File: src/shared/ims_regs.svh
// register offsets, field positions and reset values of the two-wire master sequencer
`ifndef IMS_REGS_SVH
`define IMS_REGS_SVH

`define IMS_ADDR_CTRL    2'h0
`define IMS_ADDR_STAT    2'h1
`define IMS_ADDR_BUF     2'h2
`define IMS_ADDR_DIV     2'h3

// master_control_register fields
`define IMS_CTRL_SEN     0
`define IMS_CTRL_REPEATED_START_ENABLE_BIT    1
`define IMS_CTRL_PEN     2
`define IMS_CTRL_RECEIVE_ENABLE_BIT    3
`define IMS_CTRL_ACKNOWLEDGE_SEQUENCE_ENABLE_BIT   4
`define IMS_CTRL_ACKNOWLEDGE_VALUE_BIT   5

// port_status_register fields
`define IMS_STAT_BF      0
`define IMS_STAT_WRITE_COLLISION_FLAG    1
`define IMS_STAT_OVF     2
`define IMS_STAT_ACKST   3
`define IMS_STAT_INT     4
`define IMS_STAT_BCL     5
`define IMS_STAT_START   6
`define IMS_STAT_STOP    7

`define IMS_DIV_RESET    8'h00
`define IMS_BITS_BYTE    4'h7
`define IMS_BITS_ACK     4'h8

`endif

File: src/shared/ims_pkg.sv
// types of the two-wire master sequencer
package ims_pkg;

   typedef enum logic [3:0] {
      ST_IDLE   = 4'h0,
      ST_START1 = 4'h1,
      ST_START2 = 4'h3,
      ST_BLOW   = 4'h2,
      ST_BRISE  = 4'h6,
      ST_BHIGH  = 4'h7,
      ST_RS1    = 4'h5,
      ST_RS2    = 4'h4,
      ST_RS3    = 4'hc,
      ST_RS4    = 4'hd,
      ST_RS5    = 4'hf,
      ST_STOP1  = 4'he,
      ST_STOP2  = 4'ha,
      ST_STOP3  = 4'hb,
      ST_STOP4  = 4'h9
   } ims_fsm_t;

   typedef enum logic [1:0] {
      MD_TX  = 2'h0,
      MD_RX  = 2'h1,
      MD_ACK = 2'h2
   } ims_mode_t;

   typedef struct packed {
      logic       scl_m;
      logic       scl_s;
      logic       sda_m;
      logic       sda_s;
      ims_fsm_t   state;
      ims_mode_t  mode;
      logic [3:0] bitcnt;
      logic [7:0] cnt;
      logic [7:0] div;
      logic [7:0] buf_r;
      logic [7:0] shreg;
      logic       start_enable_bit;
      logic       repeated_start_enable_bit;
      logic       stop_enable_bit;
      logic       receive_enable_bit;
      logic       acknowledge_sequence_enable_bit;
      logic       acknowledge_value_bit;
      logic       bf;
      logic       write_collision_flag;
      logic       ovf;
      logic       ackst;
      logic       intf;
      logic       bcl;
      logic       start_det;
      logic       stop_det;
      logic       rx_owned;
      logic       scl_oe;
      logic       sda_oe;
      logic [7:0] rdata;
   } ims_state_t;

endpackage : ims_pkg

File: src/hdl/ims_master.sv
// two-wire master sequencer: start, repeated start, stop, byte transmit/receive, acknowledge
// Operation
// - start enable with idle lines loads counter
// - timeout with lines high drives sda low
// - one more period, clear start enable
// - low lines or early scl low: collision
// - repeated start accepted only when idle
// - repeated start: scl low, release sda, release scl
// - sda low one period, then scl low
// - start flag on pins, interrupt after timeout
// - repeated start collision on sda or scl
// - buffer write sets full, starts transmission
// - bit after scl falls, low then high periods
// - eighth falling edge clears full, releases sda
// - ninth clock captures acknowledge into result
// - after ninth clock interrupt, hold scl low
// - write while shifting out sets write collision
// - receive enable ignored unless idle
// - receive toggles scl each rollover, shifts sda
// - eighth falling edge: buffer, full, interrupt
// - reading received buffer clears full flag
// - new byte while full sets overflow
// - write while shifting in sets write collision
// - released scl pauses counter until high
// - busy buffer write collides, control enables blocked
// - acknowledge sequence clocks out acknowledge value
`timescale 1ns/1ps
`include "ims_regs.svh"

module ims_master (
   input  wire logic       clk,
   input  wire logic       rstn,
   input  wire logic [1:0] addr,
   input  wire logic [7:0] wdata,
   input  wire logic       wr,
   input  wire logic       rd,
   output logic      [7:0] rdata,
   input  wire logic       scl_i,
   output logic            scl_o,
   output logic            scl_oe,
   input  wire logic       sda_i,
   output logic            sda_o,
   output logic            sda_oe
);

   ims_pkg::ims_state_t q;
   ims_pkg::ims_state_t n;
   logic                tmo;

   // drop every sequence, free both lines, flag the lost bus
   function automatic ims_pkg::ims_state_t abort_bus(input ims_pkg::ims_state_t s);
      ims_pkg::ims_state_t r;
      r        = s;
      r.state  = ims_pkg::ST_IDLE;
      r.scl_oe = 1'b0;
      r.sda_oe = 1'b0;
      r.start_enable_bit    = 1'b0;
      r.repeated_start_enable_bit   = 1'b0;
      r.stop_enable_bit    = 1'b0;
      r.receive_enable_bit   = 1'b0;
      r.acknowledge_sequence_enable_bit  = 1'b0;
      r.bcl    = 1'b1;
      if (s.mode == ims_pkg::MD_TX)
      begin
         r.bf = 1'b0;
      end
      return r;
   endfunction : abort_bus

   // load and start the bit-period counter
   function automatic ims_pkg::ims_state_t reload(input ims_pkg::ims_state_t s);
      ims_pkg::ims_state_t r;
      r     = s;
      r.cnt = s.div;
      return r;
   endfunction : reload

   always_comb
   begin
      n       = q;
      n.rdata = 8'h00;
      n.scl_m = scl_i;
      n.scl_s = q.scl_m;
      n.sda_m = sda_i;
      n.sda_s = q.sda_m;
      tmo     = (q.cnt == 8'h00);
      if (!tmo)
      begin
         n.cnt = q.cnt - 8'h01;
      end

      // register access first, so that flags set by the sequencer below win over a clear
      if (rd)
      begin
         case (addr)
            `IMS_ADDR_CTRL:
            begin
               n.rdata = {2'h0, q.acknowledge_value_bit, q.acknowledge_sequence_enable_bit, q.receive_enable_bit, q.stop_enable_bit, q.repeated_start_enable_bit, q.start_enable_bit};
            end
            `IMS_ADDR_STAT:
            begin
               n.rdata = {q.stop_det, q.start_det, q.bcl, q.intf, q.ackst, q.ovf, q.write_collision_flag, q.bf};
            end
            `IMS_ADDR_BUF:
            begin
               n.rdata = q.buf_r;
               if (q.rx_owned)
               begin
                  n.bf = 1'b0;
               end
            end
            default:
            begin
               n.rdata = q.div;
            end
         endcase
      end

      if (wr)
      begin
         case (addr)
            `IMS_ADDR_CTRL:
            begin
               n.acknowledge_value_bit = wdata[`IMS_CTRL_ACKNOWLEDGE_VALUE_BIT];
               // enables are only taken while nothing runs; one per write, start first
               if (q.state == ims_pkg::ST_IDLE)
               begin
                  if (wdata[`IMS_CTRL_SEN])
                  begin
                     if (q.scl_s && q.sda_s)
                     begin
                        n       = reload(n);
                        n.start_enable_bit   = 1'b1;
                        n.state = ims_pkg::ST_START1;
                     end
                     else
                     begin
                        n = abort_bus(n);
                     end
                  end
                  else if (wdata[`IMS_CTRL_REPEATED_START_ENABLE_BIT])
                  begin
                     n.repeated_start_enable_bit   = 1'b1;
                     n.scl_oe = 1'b1;
                     n.state  = ims_pkg::ST_RS1;
                  end
                  else if (wdata[`IMS_CTRL_PEN])
                  begin
                     n.stop_enable_bit    = 1'b1;
                     n.scl_oe = 1'b1;
                     n.sda_oe = 1'b1;
                     n        = reload(n);
                     n.state  = ims_pkg::ST_STOP1;
                  end
                  else if (wdata[`IMS_CTRL_RECEIVE_ENABLE_BIT])
                  begin
                     n.receive_enable_bit   = 1'b1;
                     n.mode   = ims_pkg::MD_RX;
                     n.bitcnt = 4'h0;
                     n.scl_oe = 1'b1;
                     n.sda_oe = 1'b0;
                     n        = reload(n);
                     n.state  = ims_pkg::ST_BLOW;
                  end
                  else if (wdata[`IMS_CTRL_ACKNOWLEDGE_SEQUENCE_ENABLE_BIT])
                  begin
                     n.acknowledge_sequence_enable_bit  = 1'b1;
                     n.mode   = ims_pkg::MD_ACK;
                     n.bitcnt = 4'h0;
                     n.scl_oe = 1'b1;
                     n.sda_oe = ~wdata[`IMS_CTRL_ACKNOWLEDGE_VALUE_BIT];
                     n        = reload(n);
                     n.state  = ims_pkg::ST_BLOW;
                  end
               end
            end
            `IMS_ADDR_STAT:
            begin
               // write one to clear; status bits that track the bus are read only
               if (wdata[`IMS_STAT_WRITE_COLLISION_FLAG])
               begin
                  n.write_collision_flag = 1'b0;
               end
               if (wdata[`IMS_STAT_OVF])
               begin
                  n.ovf = 1'b0;
               end
               if (wdata[`IMS_STAT_INT])
               begin
                  n.intf = 1'b0;
               end
               if (wdata[`IMS_STAT_BCL])
               begin
                  n.bcl = 1'b0;
               end
            end
            `IMS_ADDR_BUF:
            begin
               // a pending collision must be cleared first, so a stale write cannot launch a byte
               if (q.state != ims_pkg::ST_IDLE || q.write_collision_flag)
               begin
                  n.write_collision_flag = 1'b1;
               end
               else
               begin
                  n.buf_r    = wdata;
                  n.shreg    = wdata;
                  n.bf       = 1'b1;
                  n.rx_owned = 1'b0;
                  n.mode     = ims_pkg::MD_TX;
                  n.bitcnt   = 4'h0;
                  n.scl_oe   = 1'b1;
                  n.sda_oe   = ~wdata[7];
                  n          = reload(n);
                  n.state    = ims_pkg::ST_BLOW;
               end
            end
            default:
            begin
               n.div = wdata;
            end
         endcase
      end

      case (q.state)
         ims_pkg::ST_IDLE:
         begin
            // keep the reload made by a launching write above, else the first period is lost
            if (n.state == ims_pkg::ST_IDLE)
            begin
               n.cnt = q.cnt;
            end
         end
         ims_pkg::ST_START1:
         begin
            if (!q.scl_s)
            begin
               n = abort_bus(n);
            end
            else if (!q.sda_s || tmo)
            begin
               // sda pulled low by someone else: assert early and restart the count
               n.sda_oe = 1'b1;
               n        = reload(n);
               n.state  = ims_pkg::ST_START2;
            end
         end
         ims_pkg::ST_START2:
         begin
            if (!q.sda_s && q.scl_s)
            begin
               n.start_det = 1'b1;
               n.stop_det  = 1'b0;
            end
            if (tmo)
            begin
               n.start_enable_bit    = 1'b0;
               n.scl_oe = 1'b1;
               n.intf   = 1'b1;
               n.cnt    = q.cnt;
               n.state  = ims_pkg::ST_IDLE;
            end
         end
         ims_pkg::ST_RS1:
         begin
            n.cnt = q.cnt;
            if (!q.scl_s)
            begin
               n.sda_oe = 1'b0;
               n        = reload(n);
               n.state  = ims_pkg::ST_RS2;
            end
         end
         ims_pkg::ST_RS2:
         begin
            if (tmo)
            begin
               if (q.sda_s)
               begin
                  n.scl_oe = 1'b0;
                  n.state  = ims_pkg::ST_RS3;
               end
               else
               begin
                  n = reload(n);
               end
            end
         end
         ims_pkg::ST_RS3:
         begin
            n.cnt = q.cnt;
            if (q.scl_s)
            begin
               if (!q.sda_s)
               begin
                  n = abort_bus(n);
               end
               else
               begin
                  n       = reload(n);
                  n.state = ims_pkg::ST_RS4;
               end
            end
         end
         ims_pkg::ST_RS4:
         begin
            if (!q.scl_s || !q.sda_s)
            begin
               n = abort_bus(n);
            end
            else if (tmo)
            begin
               n.sda_oe = 1'b1;
               n        = reload(n);
               n.state  = ims_pkg::ST_RS5;
            end
         end
         ims_pkg::ST_RS5:
         begin
            if (!q.sda_s && q.scl_s)
            begin
               n.start_det = 1'b1;
               n.stop_det  = 1'b0;
            end
            if (tmo)
            begin
               n.scl_oe = 1'b1;
               n.repeated_start_enable_bit   = 1'b0;
               n.intf   = 1'b1;
               n.cnt    = q.cnt;
               n.state  = ims_pkg::ST_IDLE;
            end
         end
         ims_pkg::ST_BLOW:
         begin
            // data moves a cycle after scl falls, never on the same edge, to keep hold time
            if (q.mode == ims_pkg::MD_TX)
            begin
               n.sda_oe = (q.bitcnt != `IMS_BITS_ACK) && !q.shreg[7];
            end
            if (tmo)
            begin
               n.scl_oe = 1'b0;
               n.state  = ims_pkg::ST_BRISE;
            end
         end
         ims_pkg::ST_BRISE:
         begin
            n.cnt = q.cnt;
            if (q.scl_s)
            begin
               n       = reload(n);
               n.state = ims_pkg::ST_BHIGH;
               case (q.mode)
                  ims_pkg::MD_TX:
                  begin
                     if (q.bitcnt == `IMS_BITS_ACK)
                     begin
                        n.ackst = q.sda_s;
                     end
                     else if (q.shreg[7] && !q.sda_s)
                     begin
                        n = abort_bus(n);
                     end
                  end
                  ims_pkg::MD_RX:
                  begin
                     n.shreg = {q.shreg[6:0], q.sda_s};
                  end
                  default:
                  begin
                     n.shreg = q.shreg;
                  end
               endcase
            end
         end
         ims_pkg::ST_BHIGH:
         begin
            if (tmo)
            begin
               n.scl_oe = 1'b1;
               n.bitcnt = q.bitcnt + 4'h1;
               n        = reload(n);
               n.state  = ims_pkg::ST_BLOW;
               case (q.mode)
                  ims_pkg::MD_TX:
                  begin
                     if (q.bitcnt == `IMS_BITS_BYTE)
                     begin
                        n.bf     = 1'b0;
                     end
                     else if (q.bitcnt == `IMS_BITS_ACK)
                     begin
                        // sda left as it was; scl stays low until the next byte
                        n.intf  = 1'b1;
                        n.cnt   = q.cnt;
                        n.state = ims_pkg::ST_IDLE;
                     end
                     else
                     begin
                        n.shreg  = {q.shreg[6:0], 1'b0};
                     end
                  end
                  ims_pkg::MD_RX:
                  begin
                     if (q.bitcnt == `IMS_BITS_BYTE)
                     begin
                        n.receive_enable_bit  = 1'b0;
                        n.intf  = 1'b1;
                        n.cnt   = q.cnt;
                        n.state = ims_pkg::ST_IDLE;
                        // an unread byte is kept; the new one is dropped
                        if (q.bf)
                        begin
                           n.ovf = 1'b1;
                        end
                        else
                        begin
                           n.buf_r    = q.shreg;
                           n.bf       = 1'b1;
                           n.rx_owned = 1'b1;
                        end
                     end
                  end
                  default:
                  begin
                     n.acknowledge_sequence_enable_bit = 1'b0;
                     n.intf  = 1'b1;
                     n.cnt   = q.cnt;
                     n.state = ims_pkg::ST_IDLE;
                  end
               endcase
            end
         end
         ims_pkg::ST_STOP1:
         begin
            // count only once sda is seen low
            if (q.sda_s)
            begin
               n = reload(n);
            end
            else if (tmo)
            begin
               n.scl_oe = 1'b0;
               n.state  = ims_pkg::ST_STOP2;
            end
         end
         ims_pkg::ST_STOP2:
         begin
            n.cnt = q.cnt;
            if (q.scl_s)
            begin
               n       = reload(n);
               n.state = ims_pkg::ST_STOP3;
            end
         end
         ims_pkg::ST_STOP3:
         begin
            if (tmo)
            begin
               n.sda_oe = 1'b0;
               n        = reload(n);
               n.state  = ims_pkg::ST_STOP4;
            end
         end
         ims_pkg::ST_STOP4:
         begin
            if (q.sda_s && q.scl_s)
            begin
               n.stop_det  = 1'b1;
               n.start_det = 1'b0;
            end
            if (tmo)
            begin
               n.stop_enable_bit   = 1'b0;
               n.intf  = 1'b1;
               n.cnt   = q.cnt;
               n.state = ims_pkg::ST_IDLE;
            end
         end
         default:
         begin
            n.state = ims_pkg::ST_IDLE;
         end
      endcase
   end

   always_ff @(posedge clk or negedge rstn)
   begin
      if (!rstn)
      begin
         q       <= '0;
         q.scl_m <= 1'b1;
         q.scl_s <= 1'b1;
         q.sda_m <= 1'b1;
         q.sda_s <= 1'b1;
         q.state <= ims_pkg::ST_IDLE;
         q.mode  <= ims_pkg::MD_TX;
         q.div   <= `IMS_DIV_RESET;
      end
      else
      begin
         q <= n;
      end
   end

   assign rdata  = q.rdata;
   assign scl_oe = q.scl_oe;
   assign sda_oe = q.sda_oe;
   // open drain: the level driven is always low
   assign scl_o  = 1'b0;
   assign sda_o  = 1'b0;

endmodule : ims_master

File: config.mk
export PLATFORM = sky130hd
export DESIGN_NAME = ims_master
export DESIGN_NICKNAME = d
export VERILOG_FILES = /design/src/shared/ims_pkg.sv /design/src/hdl/ims_master.sv
export VERILOG_INCLUDE_DIRS = /design/src /design/src/shared
export SDC_FILE = /design/constraint.sdc
export NUM_CORES = 1
export LEC_CHECK = 0
export ABC_AREA = 0
export BUFFER_PORTS_ARGS = -buffer_cell sky130_fd_sc_hd__buf_2
export CAP_MARGIN = 10
export CELL_PAD_IN_SITES_DETAIL_PLACEMENT = 2
export CELL_PAD_IN_SITES_GLOBAL_PLACEMENT = 2
export CORE_ASPECT_RATIO = 1.2
export CORE_MARGIN = 2
export CORE_UTILIZATION = 25
export CTS_CLUSTER_SIZE = 10
export DETAILED_ROUTE_END_ITERATION = 7
export GPL_TIMING_DRIVEN = 0
export PLACE_DENSITY_LB_ADDON = 0.05
export SYNTH_ARGS = -nofsm -noshare
export SYNTH_HDL_FRONTEND = slang
export SYNTH_SLANG_ARGS = --single-unit
File: constraint.sdc
create_clock -name clk -period 2.3 [get_ports clk]
set_input_delay 0.115 -clock clk [delete_from_list [all_inputs] [get_ports clk]]
set_output_delay 0.115 -clock clk [all_outputs]
set_load 0.03 [all_outputs]
==> run_results.csv <==
group,metric,value,unit
placed_design,hpwl,17600,um
worst_setup_path,startpoint,"q[49]$_DFFE_PN0P_",
placed_design,place.gp.congestion,0.886,
worst_setup_path,cp.arrival,2.68,ns
logic_synthesis,ys_seq_area_frac,0.347,
floorplanning,die_height,161,um
routing,vias_per_cell,5.52,
clock_tree,root_buffer,"clkbuf_16",
logic_synthesis,synth_cells,622,
sta,period_share,1.05,
pwr,seq_power_share,0.223,
routing,wl_met2,12800,um
sta,hold_viol,0,
clock_tree,cts_inserted_buffers,9,
sta,setup_slack,-0.111,ns
sta,whs,0.126,ns
routing,ant_nets,0,
global_route,grt_max_degree,63,
logic_synthesis,postSynthAreaPerCell,8.27,sq um
final_layout,area_delta_synth_final,40.8,%
pwr,p_switching,0.00395,W
sta,setup_violations,17,
sta,slew_headroom,0.526,
routing,wl_met3,627,um
worst_setup_path,reg2reg_from,"q[49]$_DFFE_PN0P_",
run_status,outcome,"complete, but fails checks",
pwr,switching_share,0.451,
floorplanning,row_count,57,
routing,dr.first_iter.drc_count,276,
sta,worst-slew-pin-transition,0.712,ns
pwr,comb_power_share,0.601,
run_status,violations,"setup timing",
worst_hold_path,hold_path_class,"in2reg",
sta,report.final.slew_viol_count,0,
floorplanning,start_util,0.255,
final_layout,finalNetCount,754,
final_layout,fin_util,0.359,
worst_setup_path,worstPathRequired,2.57,ns
worst_setup_path,setup.worst_path.end_class,"flop",
clock_tree,cts_buffer_depth,2,
logic_synthesis,synthFlopType,"dfrtp_1",
routing,num_vias,5521,
clock_tree,cts_sinks,71,
flow_run,cap_viol_max_count,0,
global_route,grt_overflow,0,
logic_synthesis,netlist_area,5140,sq um
pwr,power_density,1210,nW/um^2
floorplanning,die_x,135,um
clock_tree,clk_pin_slew,0.06,ns
placed_design,io_buffers,24,
global_route,grt_use_total,0.237,
global_route,grt_pass1_wl,38300,um
sta,finalClockSkew,0.0145,ns
floorplanning,ios,28,
sta,fin_crit,2.41,ns
logic_synthesis,synth_seq_cells,71,
pwr,p_clk_frac,0.176,
final_layout,drive_gt1_frac,0.373,
pwr,p_int,0.00481,W
logic_synthesis,async_reset_ff_frac,1.00,
routing,wire_per_inst,25.6,um
sta,rsz0062_at_grt,"true",
logic_synthesis,yosysWarningCount,0,
logic_synthesis,synth_edf_count,0,
floorplanning,die-area,21700,sq um
pwr,p_leak,3.06,nW
floorplanning,fp.coreArea,20200,sq um
pwr,peakVddDrop,0.565,mV
worst_setup_path,path_max_fanout,5,
clock_tree,cts_tree,"built",
worst_setup_path,cp-start-kind,"flop",
routing,dr.pass1.iters,5,
global_route,grt_antenna_before_repair,0,
global_route,grt_pass1_vias,6059,
worst_hold_path,hp-start,"rd",
sta,fmax,415,MHz
routing,totalWireLength,25600,um
routing,post-route-drc-count,0,
routing,met1_length,11100,um
clock_tree,clk_latency,0.36,ns
logic_synthesis,ys_types,82,
final_layout,fillCellCount,2259,
worst_setup_path,worst-setup-path-type,"reg2reg",
clock_tree,htree_levels,3,
final_layout,num_antenna_cells,0,
routing,top_layer,"met4",
## layer usage
metal,up-vias,global-route usage
li1,2517,-
met1,2823,0.297
met2,126,0.410
met3,55,0.0207
met4,0,0.108
met5,-,0
## cell usage in the layout, fill, tap and decap left out, drive strengths merged, types with 14 or more instances in the layout
| cell type | n |
|---|---|
| a21oi | 40 |
| a22oi | 17 |
| and2 | 14 |
| buf | 129 |
| clkbuf | 32 |
| dfrtp | 67 |
| inv | 17 |
| nand2 | 79 |
| nand3 | 15 |
| nor2 | 46 |
| nor3 | 17 |
| o21ai | 63 |
## worst paths after layout
| check | end | slack (ns) | cells past startpoint |
|---|---|---|---|
| min in group asynchronous | q[41]$_DFF_PN0_ | 0.15 | 2 |
| max in group asynchronous | q[68]$_DFF_PN1_ | 1.52 | 3 |
| worst max-delay path | q[38]$_DFF_PN0_ | -0.11 | 11 |
| worst min register to register | q[67]$_DFF_PN1_ | 0.36 | 0 |
| worst min-delay path | rdata[5]$_DFF_PN0_ | 0.13 | 3 |
| worst max register to register | q[38]$_DFF_PN0_ | -0.11 | 11 |
## power by group through the flow
stage | logic [W] | clock network (W) | registers, W
2_1_floorplan | 0.00243 | 0 | 0.00181
3_3_place_gp | 0.00356 | 0 | 0.00192
3_5_place_dp | 0.00361 | 0 | 0.00194
4_1_cts | 0.00454 | 0.00158 | 0.00192
5_1_grt | 0.00567 | 0.00161 | 0.00199
6_report | 0.00526 | 0.00154 | 0.00195
## through the flow
stage               total power (W)  setup TNS (ns)  setup WS (ns)  std cells  instance area (sq um)
finish                      0.00876           -1.03         -0.111       1000                   7240
global route                0.00926           -3.21         -0.183       1000                   7240
CTS                         0.00804           -2.28         -0.168        986                   6760
detailed placement          0.00555          -20.10         -0.760        913                   5630
global placement            0.00548          -18.47         -0.728        912                   5600
floorplan                   0.00424               0         0.0675        623                   5150
## registers in the layout, indices dropped and copies added (netlist names)
register  count
q            61
rdata         8
scl_oe        1
sda_oe        1
## final cells by class
class | count | area (sq um) | area share
multi-input cells | 477 | 3570 | 0.493
flip-flops and latches | 71 | 1790 | 0.247
repair buffers | 102 | 822 | 0.114
plain buffers | 51 | 354 | 0.0489
well taps | 265 | 332 | 0.0458
clock buffers | 11 | 233 | 0.0321
clock inverters | 5 | 75.1 | 0.0104
inverters | 18 | 71.3 | 0.00985
## worst max-delay path, stage by stage (launching register included)
cell and delay, ns:
dfrtp_1 0.41, inv_2 0.11, ha_4 0.14, nor3b_4 0.24
and2_4 0.22, nand3_4 0.08, or4b_4 0.56, nor2_8 0.16
buf_12 0.13, buf_12 0.13, nand2_2 0.05, o21ai_1 0.08
## cells in the mapped netlist (10+ instances only)
| library cell | instances | area share |
|---|---|---|
| a22oi_1 | 17 | 0.025 |
| buf_2 | 11 | 0.011 |
| buf_4 | 12 | 0.018 |
| and2_1 | 13 | 0.016 |
| nand2_1 | 79 | 0.058 |
| a21oi_1 | 39 | 0.038 |
| inv_1 | 17 | 0.012 |
| o31ai_1 | 13 | 0.019 |
| nor3_1 | 17 | 0.017 |
| dfrtp_1 | 67 | 0.33 |
| nand3_1 | 13 | 0.013 |
| mux2_2 | 10 | 0.022 |
| o21ai_0 | 62 | 0.060 |
| nor2b_1 | 10 | 0.012 |
| clkbuf_1 | 28 | 0.020 |
| nor2_1 | 45 | 0.033 |
## cells by family after synthesis
family,Yosys count,share of synthesized area
muxes,17,0.0355
adders and majority gates,8,0.0195
AOI/OAI and AO/OA,216,0.280
buffers and inverters,75,0.0706
xor gates and xnor gates,5,0.00852
DFF,71,0.347
and+or+nand+nor,229,0.238
other,1,0.000729
## repair_timing
action,in CTS,in global routing
setup buffers,56,19
cloned,2,1
pin swaps,23,24
hold buffers,3,0
hold endpoints to repair,69,0
endpoints found under the setup margin,46,43
resized for setup,106,101
Note: power is estimated with default switching activity, not from simulation.
